`config.mk`:
```
export PLATFORM = sky130hd
export DESIGN_NAME = agtc_time_cfg
export DESIGN_NICKNAME = d
export VERILOG_FILES = /design/src/logic/agtc_pkg.sv /design/src/logic/agtc_time_cfg.sv
export SDC_FILE = /design/constraint.sdc
export NUM_CORES = 1
export LEC_CHECK = 0
export CAP_MARGIN = 25
export CORE_ASPECT_RATIO = 1.4
export CORE_MARGIN = 2
export CORE_UTILIZATION = 63
export DETAILED_ROUTE_END_ITERATION = 12
export DONT_BUFFER_PORTS = 1
export GPL_TIMING_DRIVEN = 0
export MAX_ROUTING_LAYER = met4
export PLACE_DENSITY = 0.81
export SLEW_MARGIN = 20
export SYNTH_ARGS = -nofsm -noshare
export SYNTH_HDL_FRONTEND = slang
export SYNTH_SLANG_ARGS = --single-unit
```
`constraint.sdc`:
```
create_clock -name clk -period 3.8 [get_ports clk]
set_clock_uncertainty 0.1 [all_clocks]
set_input_delay 0.19 -clock clk [delete_from_list [all_inputs] [get_ports clk]]
set_output_delay 0.19 -clock clk [all_outputs]
set_load 0.1 [all_outputs]
```
`src/logic/agtc_pkg.sv`:
```
// Constants, field layout and lookup functions for the AGC time constant bank.
// Assumes a page-0 byte register port decoded upstream of this block.
// Overview of operation
// - Left decay select 0 uses legacy decay time; 1 uses this register's fields.
// - Left decay baseline codes give 50, 150, 250 or 350 ms.
// - Decay multiplier field D4-D2 scales baseline by two to the field value.
// - Decay time is capped by the ADC decimation ratio, 4 s up to 22.4 s.
// - Right attack select 0 uses legacy attack time; 1 uses this register's fields.
// - Right attack baseline codes give 7, 8, 10 or 11 ms.
// - Attack multiplier scales baseline by two to the field value, 1 to 128.
// - Left decay register sits at page 0 address 104.
package agtc_pkg;
    // Register addresses on page 0
    localparam logic [7:0] LEFT_DECAY_ADDR = 8'h68;
    localparam logic [7:0] RIGHT_ATTACK_ADDR = 8'h69;
    localparam logic [7:0] CFG_RESET = 8'h00;
    // Field positions
    localparam int SEL_BIT = 7;
    localparam int BASE_HI = 6;
    localparam int BASE_LO = 5;
    localparam int MULT_HI = 4;
    localparam int MULT_LO = 2;
    // Time results are whole milliseconds; 350 ms x 128 needs 16 bits
    localparam int TIME_W = 16;
    // Baseline decay and attack times in ms
    localparam logic [15:0] DECAY_BASE_0 = 16'h0032;
    localparam logic [15:0] DECAY_BASE_1 = 16'h0096;
    localparam logic [15:0] DECAY_BASE_2 = 16'h00fa;
    localparam logic [15:0] DECAY_BASE_3 = 16'h015e;
    localparam logic [15:0] ATTACK_BASE_0 = 16'h0007;
    localparam logic [15:0] ATTACK_BASE_1 = 16'h0008;
    localparam logic [15:0] ATTACK_BASE_2 = 16'h000a;
    localparam logic [15:0] ATTACK_BASE_3 = 16'h000b;
    // Decay ceilings in ms: 4, 5.6, 8, 9.6, 11.2, 16, 19.2 and 22.4 s
    localparam logic [15:0] LIM_4S0 = 16'h0fa0;
    localparam logic [15:0] LIM_5S6 = 16'h15e0;
    localparam logic [15:0] LIM_8S0 = 16'h1f40;
    localparam logic [15:0] LIM_9S6 = 16'h2580;
    localparam logic [15:0] LIM_11S2 = 16'h2bc0;
    localparam logic [15:0] LIM_16S0 = 16'h3e80;
    localparam logic [15:0] LIM_19S2 = 16'h4b00;
    localparam logic [15:0] LIM_22S4 = 16'h5780;
    // Decimation ratio is carried as twice the ratio: 4'h2 is 1, 4'hc is 6
    localparam int RATIO_W = 4;

    // Baseline decay time for a two-bit code
    function automatic logic [15:0] decay_base(input logic [1:0] code);
        case (code)
            2'h0: decay_base = DECAY_BASE_0;
            2'h1: decay_base = DECAY_BASE_1;
            2'h2: decay_base = DECAY_BASE_2;
            default: decay_base = DECAY_BASE_3;
        endcase
    endfunction : decay_base

    // Baseline attack time for a two-bit code
    function automatic logic [15:0] attack_base(input logic [1:0] code);
        case (code)
            2'h0: attack_base = ATTACK_BASE_0;
            2'h1: attack_base = ATTACK_BASE_1;
            2'h2: attack_base = ATTACK_BASE_2;
            default: attack_base = ATTACK_BASE_3;
        endcase
    endfunction : attack_base

    // Ceiling for a doubled ratio; unsupported ratios take the tightest cap
    function automatic logic [15:0] decay_limit(input logic [3:0] ratio_x2);
        case (ratio_x2)
            4'h3: decay_limit = LIM_5S6;
            4'h4: decay_limit = LIM_8S0;
            4'h5: decay_limit = LIM_9S6;
            4'h6, 4'h7: decay_limit = LIM_11S2;
            4'h8, 4'h9: decay_limit = LIM_16S0;
            4'ha: decay_limit = LIM_19S2;
            4'hb, 4'hc: decay_limit = LIM_22S4;
            default: decay_limit = LIM_4S0;
        endcase
    endfunction : decay_limit

    // Baseline shifted by the multiplier code; 350 ms x 128 still fits
    function automatic logic [15:0] scale(input logic [15:0] base, input logic [2:0] mult);
        scale = base << mult;
    endfunction : scale
endpackage : agtc_pkg

```
`src/logic/agtc_time_cfg.sv`:
```
// Left decay and right attack time constant registers with effective time outputs.
// Assumes a page-0 byte register port already decoded from the control bus,
// legacy times and the decimation ratio driven synchronously to clk.
`timescale 1ns/100ps
`default_nettype none
module agtc_time_cfg #(
    parameter int TIME_W = agtc_pkg::TIME_W
) (
    // Clock and reset
    input wire logic clk,
    input wire logic rst_n,
    // Page-0 register port
    input wire logic [7:0] reg_addr,
    input wire logic reg_wr_en,
    input wire logic [7:0] reg_wdata,
    input wire logic reg_rd_en,
    output logic [7:0] reg_rdata_ff,
    // Legacy times from the older timing registers, in ms
    input wire logic [TIME_W-1:0] legacy_left_decay_ms,
    input wire logic [TIME_W-1:0] legacy_right_attack_ms,
    // ADC decimation ratio, doubled
    input wire logic [agtc_pkg::RATIO_W-1:0] adc_decimation_ratio,
    // Effective times to the gain stepper, in ms
    output logic [TIME_W-1:0] left_decay_ms_ff,
    output logic [TIME_W-1:0] right_attack_ms_ff,
    output logic left_decay_new_sel_ff,
    output logic right_attack_new_sel_ff
);
    // Narrower results would silently lose the 128x settings; wider ones buy nothing,
    // since every lookup and ceiling is a 16-bit value, so both are refused here
    if (TIME_W != agtc_pkg::TIME_W) begin : g_time_w_bad
        $error("agtc_time_cfg: TIME_W must be 16");
    end

    // Stored register bytes and the combinational time paths
    logic [7:0] left_decay_cfg_ff;
    logic [7:0] right_attack_cfg_ff;
    logic [TIME_W-1:0] nxt_left_decay_ms;
    logic [TIME_W-1:0] nxt_right_attack_ms;
    logic [TIME_W-1:0] left_new_ms;
    logic [TIME_W-1:0] left_raw_ms;
    logic [TIME_W-1:0] left_limit_ms;
    logic [TIME_W-1:0] right_new_ms;

    // Register writes; reserved bits are stored as written, software keeps them zero
    always_ff @(posedge clk or negedge rst_n) begin
        if (!rst_n) begin
            left_decay_cfg_ff <= agtc_pkg::CFG_RESET;
            right_attack_cfg_ff <= agtc_pkg::CFG_RESET;
        end else if (reg_wr_en) begin
            if (reg_addr == agtc_pkg::LEFT_DECAY_ADDR) begin
                left_decay_cfg_ff <= reg_wdata;
            end else if (reg_addr == agtc_pkg::RIGHT_ATTACK_ADDR) begin
                right_attack_cfg_ff <= reg_wdata;
            end
        end
    end

    // Read data one cycle after the strobe; unmapped addresses read zero
    always_ff @(posedge clk or negedge rst_n) begin
        if (!rst_n) begin
            reg_rdata_ff <= 8'h00;
        end else if (reg_rd_en) begin
            if (reg_addr == agtc_pkg::LEFT_DECAY_ADDR) begin
                reg_rdata_ff <= left_decay_cfg_ff;
            end else if (reg_addr == agtc_pkg::RIGHT_ATTACK_ADDR) begin
                reg_rdata_ff <= right_attack_cfg_ff;
            end else begin
                reg_rdata_ff <= 8'h00;
            end
        end
    end

    // Decay: baseline shifted by multiplier, legacy or new, then clamped
    always_comb begin
        left_new_ms = agtc_pkg::scale(
            agtc_pkg::decay_base(left_decay_cfg_ff[agtc_pkg::BASE_HI:agtc_pkg::BASE_LO]),
            left_decay_cfg_ff[agtc_pkg::MULT_HI:agtc_pkg::MULT_LO]);
        left_raw_ms = left_decay_cfg_ff[agtc_pkg::SEL_BIT] ? left_new_ms
                                                           : legacy_left_decay_ms;
        left_limit_ms = agtc_pkg::decay_limit(adc_decimation_ratio);
        // Clamp also covers legacy times, since the cap is a property of the filter rate
        nxt_left_decay_ms = (left_raw_ms > left_limit_ms) ? left_limit_ms : left_raw_ms;
    end

    // Attack: baseline shifted by multiplier, legacy or new
    always_comb begin
        right_new_ms = agtc_pkg::scale(
            agtc_pkg::attack_base(right_attack_cfg_ff[agtc_pkg::BASE_HI:agtc_pkg::BASE_LO]),
            right_attack_cfg_ff[agtc_pkg::MULT_HI:agtc_pkg::MULT_LO]);
        nxt_right_attack_ms = right_attack_cfg_ff[agtc_pkg::SEL_BIT] ? right_new_ms
                                                                     : legacy_right_attack_ms;
    end

    // Registered times so the gain stepper sees glitch-free values
    always_ff @(posedge clk or negedge rst_n) begin
        if (!rst_n) begin
            left_decay_ms_ff <= '0;
            right_attack_ms_ff <= '0;
            left_decay_new_sel_ff <= 1'b0;
            right_attack_new_sel_ff <= 1'b0;
        end else begin
            left_decay_ms_ff <= nxt_left_decay_ms;
            right_attack_ms_ff <= nxt_right_attack_ms;
            left_decay_new_sel_ff <= left_decay_cfg_ff[agtc_pkg::SEL_BIT];
            right_attack_new_sel_ff <= right_attack_cfg_ff[agtc_pkg::SEL_BIT];
        end
    end
endmodule : agtc_time_cfg
`default_nettype wire

```
* Word level (Yosys, flattened, before mapping)
Memory sizes are Yosys's and may differ from the RTL's.
Cells that the tools add are included.
** Cells by class
- Magnitude comparators :: 1
- Eq/ne operators :: 6
- Shifts and indexed selects :: 2
- Mux-type cells :: 7
- Bitwise gates (word level) :: 1
- Reductions and logical operators :: 4
** Operators by type and width (count)
- 2-to-1 mux 16 bit :: 3
- left shift 16 x 3 -> 16 bit :: 2
- case mux 9 bit (3 select lines) :: 1
- == test 8 x 7 -> 1 bit (second input constant) :: 2
- greater-than comparator 16 bit :: 1
- 2-to-1 mux 8 bit :: 2
- case mux 4 bit (3 select lines) :: 1
- == test 2 x 1 -> 1 bit (second input constant) :: 2
- == test 2 bit (second input constant) :: 2
- logical NOT 2 bit :: 2
- AND reduction 3 bit :: 1
- AND reduction 2 bit :: 1
- inverter 1 bit :: 1
** Word-level totals
- Register bits :: 58
- Memory bits (read-only) :: 160
- Bits of input ports :: 56
- Output and inout bits :: 42
- Logic and storage cells :: 29
- Memories kept :: 1
** Memories
- (name not given) :: depth 16, width 10, rd ports 1, clocked after memory_dff 0, write ports 0, line agtc_pkg.sv:68 : case (ratio_x2)

* Longest topological paths before layout
Gate-level depths: netlist (run 1).
- Word-level depth :: 6
- Depth in mapped cells :: 16
- Depth with buffers taken out :: 15

* Worst setup path before layout (run 1)
No wires, ideal clock.
- Kind :: reg2reg
- From :: reg left_decay_cfg_ff[5]
- To :: reg left_decay_ms_ff[11]
- Library setup time :: 79 ps
- Arrival :: 3091 ps
- Required time :: 3621 ps
- Setup slack :: 530 ps
- Stages on the path, launching flop included :: 17
- Buffers on the path :: 1
- Clock period less this slack :: 3270 ps
- Path through :: dfrtp_1 > inv_1 > ha_1 > or3b_2 > o21a_1 > mux2i_1 > mux2_2 > a21o_1 > inv_1 > ha_1 > nand2_1 > nor3_1 > o21ai_0 > and3_2 > nor2_4 > buf_6 > mux2i_1
** Between the ends
- Word-level cells in the longest chain between the ends :: 6
- Elaborated cells on any way between the ends :: 8
- Classes of those cells :: order compare (1); eq/ne (2); shift (1); mux (3); reduce/logical (1)
** RTL lines
- start, declared :: line agtc_time_cfg.sv:36 : logic [7:0] left_decay_cfg_ff;
- start signal, assigned :: line agtc_time_cfg.sv:48 : left_decay_cfg_ff <= agtc_pkg::CFG_RESET;
- start signal, assigned :: line agtc_time_cfg.sv:52 : left_decay_cfg_ff <= reg_wdata;
- == test 2 bit, or another cell as far along :: line agtc_pkg.sv:48 : case (code)
- case mux 9 bit (3 select lines) (*) :: line agtc_pkg.sv:48
- left shift 16 x 3 -> 16 bit (*) :: line agtc_pkg.sv:82 : scale = base << mult;
- 2-to-1 mux 16 bit (*) :: line agtc_time_cfg.sv:79 : left_raw_ms = left_decay_cfg_ff[agtc_pkg::SEL_BIT] ? left_new_ms
- greater-than comparator 16 bit :: line agtc_time_cfg.sv:83 : nxt_left_decay_ms = (left_raw_ms > left_limit_ms) ? left_limit_ms : left_raw_ms;
- 2-to-1 mux 16 bit (*) :: line agtc_time_cfg.sv:83
- net nxt_left_decay_ms[11] :: line agtc_time_cfg.sv:38 : logic [TIME_W-1:0] nxt_left_decay_ms;
- end signal, assigned :: line agtc_time_cfg.sv:103 : left_decay_ms_ff <= nxt_left_decay_ms;
- end, declared :: line agtc_time_cfg.sv:24 : output logic [TIME_W-1:0] left_decay_ms_ff,
The timed path passes the listed nets; every way through them passes the cells marked *.
A chain may end at the register's enable or synchronous reset.

* Worst setup path in the final report (run 1)
- From :: reg left_decay_cfg_ff[5]
- To :: reg left_decay_ms_ff[8]
Same word-level chain as after synthesis.

==> results of run 1 <==
timing repair:
action,4_1_cts,5_1_grt
setup endpoints to repair,10,10
gates resized for setup,3,3
hold buffers,31,0
endpoints found under the hold margin,95,0
setup buffers,0,1
critical path: cells and delay by family, from the launching register on:
kind,cells,cell delay (ns)
multiplexers,3,0.57
buffers and inverters,3,0.31
flip-flops,1,0.43
AND/OR/NAND/NOR,5,1.27
adder cells (fa/ha/maj),2,0.53
AO/OA/AOI/OAI,3,0.39
cell type report:
class / count / share of cell area
inverter: 22 / 0.0210
multi-input combinational: 238 / 0.423
timing repair buffer: 32 / 0.0851
tap: 66 / 0.0210
clock inverter: 4 / 0.0187
buffer: 19 / 0.0238
sequential: 58 / 0.369
clock buffer: 12 / 0.0394
registers in the layout, summed over array words and instances (netlist names):
name,cells
left_decay_new_sel_ff,1
right_attack_cfg_ff,8
left_decay_ms_ff,16
right_attack_ms_ff,16
reg_rdata_ff,8
left_decay_cfg_ff,8
right_attack_new_sel_ff,1
synth_stat cells, types with 2 or more instances:
master / count / area [um^2]
o211ai_1: 4 / 30.0
o2bb2ai_1: 3 / 26.3
buf_4: 2 / 15.0
mux2_2: 19 / 214
inv_1: 22 / 82.6
or3_1: 2 / 12.5
dfrtp_1: 58 / 1450
xnor2_1: 2 / 17.5
clkbuf_1: 13 / 48.8
nor3_1: 3 / 15.0
nor2b_1: 12 / 75.1
o22ai_1: 5 / 31.3
buf_1: 2 / 7.51
nor2_1: 33 / 124
nor2_2: 2 / 12.5
o21ai_0: 19 / 95.1
buf_6: 2 / 22.5
a21o_1: 3 / 22.5
nand2_1: 18 / 67.6
a21oi_1: 24 / 120
o21a_1: 7 / 52.6
nand2b_1: 4 / 25.0
o31ai_1: 2 / 15.0
nand4_1: 2 / 12.5
ha_1: 18 / 225
nand3_1: 11 / 55.1
a22oi_1: 11 / 82.6
mux2i_1: 13 / 130
power breakdown:
group          leakage [nW]  internal [mW]  switching (mW)  total [mW]
logic                 0.929          0.103           0.131       0.234
clock network         0.117          0.405           0.246       0.651
registers             0.725          0.652           0.265       0.917
kinds of logic (layout without fill, tap and decap cells):
group	after synthesis	count (layout)	synth area share
AO/OA/AOI/OAI	86	86	0.167
XOR/XNOR	2	2	0.00535
adder cells (fa/ha/maj)	18	18	0.0688
buffers and inverters	41	89	0.0539
flip-flops	58	58	0.443
multiplexers	32	32	0.105
other	1	1	0.00115
AND/OR/NAND/NOR	99	99	0.156
routing by layer:
| layer | part of all wire | vias up | wire length [um] |
|---|---|---|---|
| met5 | 0 | - | 0 |
| met4 | 0.025 | 0 | 208 |
| met3 | 0.051 | 22 | 426 |
| met2 | 0.57 | 110 | 4730 |
| met1 | 0.36 | 1303 | 2950 |
| li1 | - | 1265 | - |
per-stage QoR:
step	util	setup TNS [ns]	hold slack, ns	worst slack [ns]
finish	0.776	0	0.0217	0.120
global route	0.776	-0.00280	0.0495	-0.00280
CTS	0.771	0	0.0101	0.108
detailed placement	0.661	-0.594	-0.204	-0.117
global placement	0.661	-0.241	-0.204	-0.0708
floorplan	-	0	-0.206	0.530
how the worst min path moves through the flow:
stage	from	to	slack (ns)	cells past startpoint
after detailed placement	rst_n	left_decay_ms_ff[15]$_DFF_PN0_	-0.20	0
after global placement	rst_n	left_decay_ms_ff[15]$_DFF_PN0_	-0.20	0
after CTS	legacy_left_decay_ms[11]	left_decay_ms_ff[11]$_DFF_PN0_	0.01	3
after global routing	legacy_left_decay_ms[11]	left_decay_ms_ff[11]$_DFF_PN0_	0.05	3
final	legacy_left_decay_ms[11]	left_decay_ms_ff[11]$_DFF_PN0_	0.02	3
after floorplan	rst_n	left_decay_cfg_ff[0]$_DFFE_PN0P_	-0.21	0
==> flow_metrics.tcl, run 1 <==
set metrics [dict create \
    outcome "finished, final reports clean" \
    drive_gt1_frac 0.143 \
    cp.arrival_ns 3.85 \
    grt_use_total 0.309 \
    clock-sinks 58 \
    synth_edf_count 0 \
    crit_end "left_decay_ms_ff[8]$_DFF_PN0_" \
    vias 2700 \
    grt_max_degree 59 \
    ff2ff_path_depth 16 \
    num_io_pins 98 \
    layout.nets 454 \
    wl_per_cell_um 18.4 \
    dr.pass1.iters 4 \
    wl_um 8320 \
    dr.first_iter.drc_count 154 \
    r2r_start "left_decay_cfg_ff[5]$_DFFE_PN0P_" \
    synth-warning-count 0 \
    synth_cell_types 49 \
    grt_pass1_vias 2689 \
    worstPathMaxFanout 10 \
    synthToLayoutAreaGrowth_pct 20.4 \
    cpPeakStageDelay_ns 0.49 \
    fp.dieArea_um2 5800 \
    pwr_density_cell_nw_per_um2 457 \
    cp_cell_sequence "inv_1 > ha_1 > or3b_2 > o21a_1 > mux2i_2 > mux2_2 > a21o_1 > inv_1 > ha_1 > nand2_1 > nor3_4 > o21ai_2 > and3_2 > nor2_4 > buf_6 > mux2i_1" \
    r2r-end "left_decay_ms_ff[8]$_DFF_PN0_" \
    seq_area_um2 1450 \
    post-dp-hpwl_um 5580 \
    n_fill_cell 350 \
    antenna_found_initial 0 \
    die_h_um 89.3 \
    cts_buffer_depth 2 \
    period_minus_slack_ns 3.68 \
    critPathSlowestCell "or3b_2" \
    grt-ovfl-total 0 \
    synthesis.nets 411 \
    core_area_um2 5080 \
    crit_required_ns 3.97 \
    r2r_slack_ns 0.12 \
    layoutNonFillerInstCount 451 \
    finalCritPeriodShare 0.968 \
    timing.fmax_mhz 272 \
    root_buffer "clkbuf_8" \
    vias_per_cell 5.99 \
    power.total_mw 1.80 \
    initial_utilization 0.644 \
    cp-end-kind "flip-flop" \
    clock_latency_ns 0.34 \
    start_kind "flip-flop" \
    synth-main-ff-cell "dfrtp_1" \
    hold_viol_final 0 \
    cellLeakagePower_nw 1.77 \
    die_w_um 64.9 \
    tritoncts "done" \
    final_common_cell "dfrtp_1" \
    placed_area_um2 3360 \
    startpoint "left_decay_cfg_ff[5]$_DFFE_PN0P_" \
    maxSlewHeadroom 0.394 \
    netlist_area_um2 3270 \
    place.gp.congestion 0.886 \
    cap_violations 0 \
    ir_drop_uv 341 \
    ant_nets 0 \
    final-setup-viol-count 0 \
    met2_usage 0.594 \
    grt_use_met3 0.0529 \
    clkSlewWorstSetupHoldPaths_ns 0.07 \
    diodes 0 \
    dpl.cell_count 403 \
    async_flop_share 1.00 \
    num_rows 31 \
    numCtsBuffers 9 \
    multi_input_area_um2 1670 \
    cts_max_level 3 \
    met1_usage 0.296 \
    final_design_area_no_fill_um2 3940 \
    drc 0 \
    worst_pin_slew_ns 0.910 \
    final_cell_mix "57 x dfrtp_1, 33 x nor2_1, 30 x dlygate4sd3_1, 24 x a21oi_1, 22 x inv_1" \
    syn_area_per_cell_um2 9.72 \
    numPortBuffers 0 \
    worstHoldPathType "input pin to flip-flop" \
    ys_seq_area_frac 0.443 \
    slew_violations 0 \
    ys_ff_latch 58 \
    globalRoute.busiestLayer "met2" \
    syn_inst 337 \
    critPathKind "flip-flop to flip-flop" \
    grt_pass1_wl_um 12700 \
]
(Power assumes the default switching activity.)
==> inputs of run 2 (changes only) <==
--- a/config.mk
+++ b/config.mk
@@ -14,6 +14,7 @@
 export GPL_TIMING_DRIVEN = 0
 export MAX_ROUTING_LAYER = met4
 export PLACE_DENSITY = 0.81
+export SKIP_CTS_REPAIR_TIMING = 1
 export SLEW_MARGIN = 20
 export SYNTH_ARGS = -nofsm -noshare
 export SYNTH_HDL_FRONTEND = slang
==> constraint.sdc (replaced) <==
create_clock -name clk -period 3.5 [get_ports clk]
set_clock_uncertainty 0.1 [all_clocks]
set_input_delay 0.175 -clock clk [delete_from_list [all_inputs] [get_ports clk]]
set_output_delay 0.175 -clock clk [all_outputs]
set_load 0.1 [all_outputs]
==> flow_metrics.tcl, run 2 (same netlist as run 1, synthesis figures left out) <==
set metrics [dict create \
    cts_buffer_depth 2 \
    ff2ff_path_depth 16 \
    min_from "legacy_left_decay_ms[6]" \
    slew_violations 0 \
    pwr_density_cell_nw_per_um2 493 \
    wl_um 8170 \
    grt_setup_unrepaired "no" \
    drive_gt1_frac 0.167 \
    place.gp.congestion 0.886 \
    outcome "finished, final reports clean" \
    cp-end-kind "flip-flop" \
    clock-sinks 58 \
    finalWorstSetupSlack_ns 0.194 \
    hold_viol_final 0 \
    p_sw_mw 0.700 \
    r2r_start "left_decay_cfg_ff[5]$_DFFE_PN0P_" \
    r2r-end "left_decay_ms_ff[10]$_DFF_PN0_" \
    hold_path_depth 2 \
    clock_latency_ns 0.34 \
    worstHoldPathType "input pin to flip-flop" \
    switching_share 0.356 \
    worst_pin_slew_ns 0.912 \
    grt_use_total 0.282 \
    p_comb_frac 0.132 \
    cts_max_level 3 \
    utilization 0.784 \
    maxSlewHeadroom 0.393 \
    dr.first_iter.drc_count 155 \
    reg_top3 "left_decay_ms_ff: 16 flops, right_attack_ms_ff: 16 flops" \
    holdPathEnd "left_decay_ms_ff[6]$_DFF_PN0_" \
    placed_area_um2 3360 \
    final_cell_mix "56 x dfrtp_1, 33 x nor2_1, 29 x dlygate4sd3_1, 23 x a21oi_1, 21 x inv_1" \
    crit_required_ns 3.64 \
    vias 2700 \
    antenna_found_initial 0 \
    grt_pass1_wl_um 11600 \
    drc 0 \
    numPortBuffers 0 \
    place_ws_ns -0.417 \
    diodes 0 \
    critPathKind "flip-flop to flip-flop" \
    fp.dieArea_um2 5800 \
    initial_utilization 0.644 \
    cellLeakagePower_nw 1.77 \
    ant_nets 0 \
    worstPathMaxFanout 10 \
    grt-ovfl-total 0 \
    num_io_pins 98 \
    pwr-share-clk 0.361 \
    timing.fmax_mhz 302 \
    cap_violations 0 \
    holdWs_ns 0.000176 \
    power_frac_seq 0.507 \
    final_design_area_no_fill_um2 3980 \
    power.total_mw 1.96 \
    period_minus_slack_ns 3.31 \
    tritoncts "done" \
    final_common_cell "dfrtp_1" \
    core_area_um2 5080 \
    grt_max_degree 59 \
    setup_tns_ns 0 \
    p_int_mw 1.26 \
    layoutNonFillerInstCount 450 \
    r2r_slack_ns 0.19 \
    n_fill_cell 351 \
    dpl.cell_count 403 \
    cp.arrival_ns 3.44 \
    clkSlewWorstSetupHoldPaths_ns 0.07 \
    num_rows 31 \
    vias_per_cell 6.00 \
    die_w_um 64.9 \
    start_kind "flip-flop" \
    wl_per_cell_um 18.2 \
    dr.pass1.iters 4 \
    synthToLayoutAreaGrowth_pct 21.7 \
    die_h_um 89.3 \
    numCtsBuffers 9 \
    ir_drop_uv 372 \
    post-dp-hpwl_um 5580 \
    layout.nets 453 \
    finalCritPeriodShare 0.945 \
    grt_pass1_vias 2438 \
    final-setup-viol-count 0 \
    root_buffer "clkbuf_8" \
    startpoint "left_decay_cfg_ff[5]$_DFFE_PN0P_" \
]
-- run 2: changes by cell type in the layout (fill, tap and decap cells not counted), moves of 2 or more --
| cell | delta |
|---|---|
| o21ai_1 | +3 |
| ha_4 | +2 |
| ha_1 | -4 |
| o21ai_0 | -3 |
| ha_2 | +2 |
-- run 2: worst max path at each step --
stage,slack (ns),to,cells after the start
after global placement,-0.37,left_decay_ms_ff[8]$_DFF_PN0_,16
final,0.19,left_decay_ms_ff[10]$_DFF_PN0_,16
after floorplan,0.23,left_decay_ms_ff[11]$_DFF_PN0_,16
after CTS,-0.46,left_decay_ms_ff[8]$_DFF_PN0_,16
after detailed placement,-0.42,left_decay_ms_ff[8]$_DFF_PN0_,16
after global routing,0.04,left_decay_ms_ff[12]$_DFF_PN0_,16
-- run 2: area by class of cell --
class	count	area [um^2]	area share
buffer	19	93.8	0.0236
clock buffer	12	155	0.0389
clock inverter	4	73.8	0.0185
inverter	22	82.6	0.0207
multi-input combinational	238	1720	0.431
sequential	58	1450	0.365
tap	66	82.6	0.0207
timing repair buffer	31	325	0.0817
-- run 2: critical path: stages, from the launching register on --
cell and delay [ns]:
dfrtp_2 0.44, inv_2 0.06, ha_2 0.20, or3b_4 0.40
o21a_1 0.14, mux2i_2 0.19, mux2_4 0.18, a21o_1 0.12
inv_1 0.07, ha_4 0.26, nand2_2 0.06, nor3_4 0.17
o2111a_1 0.23, and3_4 0.21, nor2_4 0.05, buf_6 0.14
o21a_1 0.17
-- run 2: layer usage --
metal,track usage,share of wire,vias up
li1,-,-,1264
met1,0.276,0.36,1304
met5,-,0,-
met3,0.0680,0.056,21
met4,0.103,0.023,0
met2,0.536,0.56,111
-- run 2: power groups by stage --
stage / sequential (mW) / combinational, mW / clock [mW]
4_1_cts: 0.996 / 0.198 / 0.716
2_1_floorplan: 1.00 / 0.157 / 0
3_3_place_gp: 1.01 / 0.189 / 0
6_report: 0.996 / 0.259 / 0.708
3_5_place_dp: 1.01 / 0.195 / 0
5_1_grt: 1.00 / 0.287 / 0.747
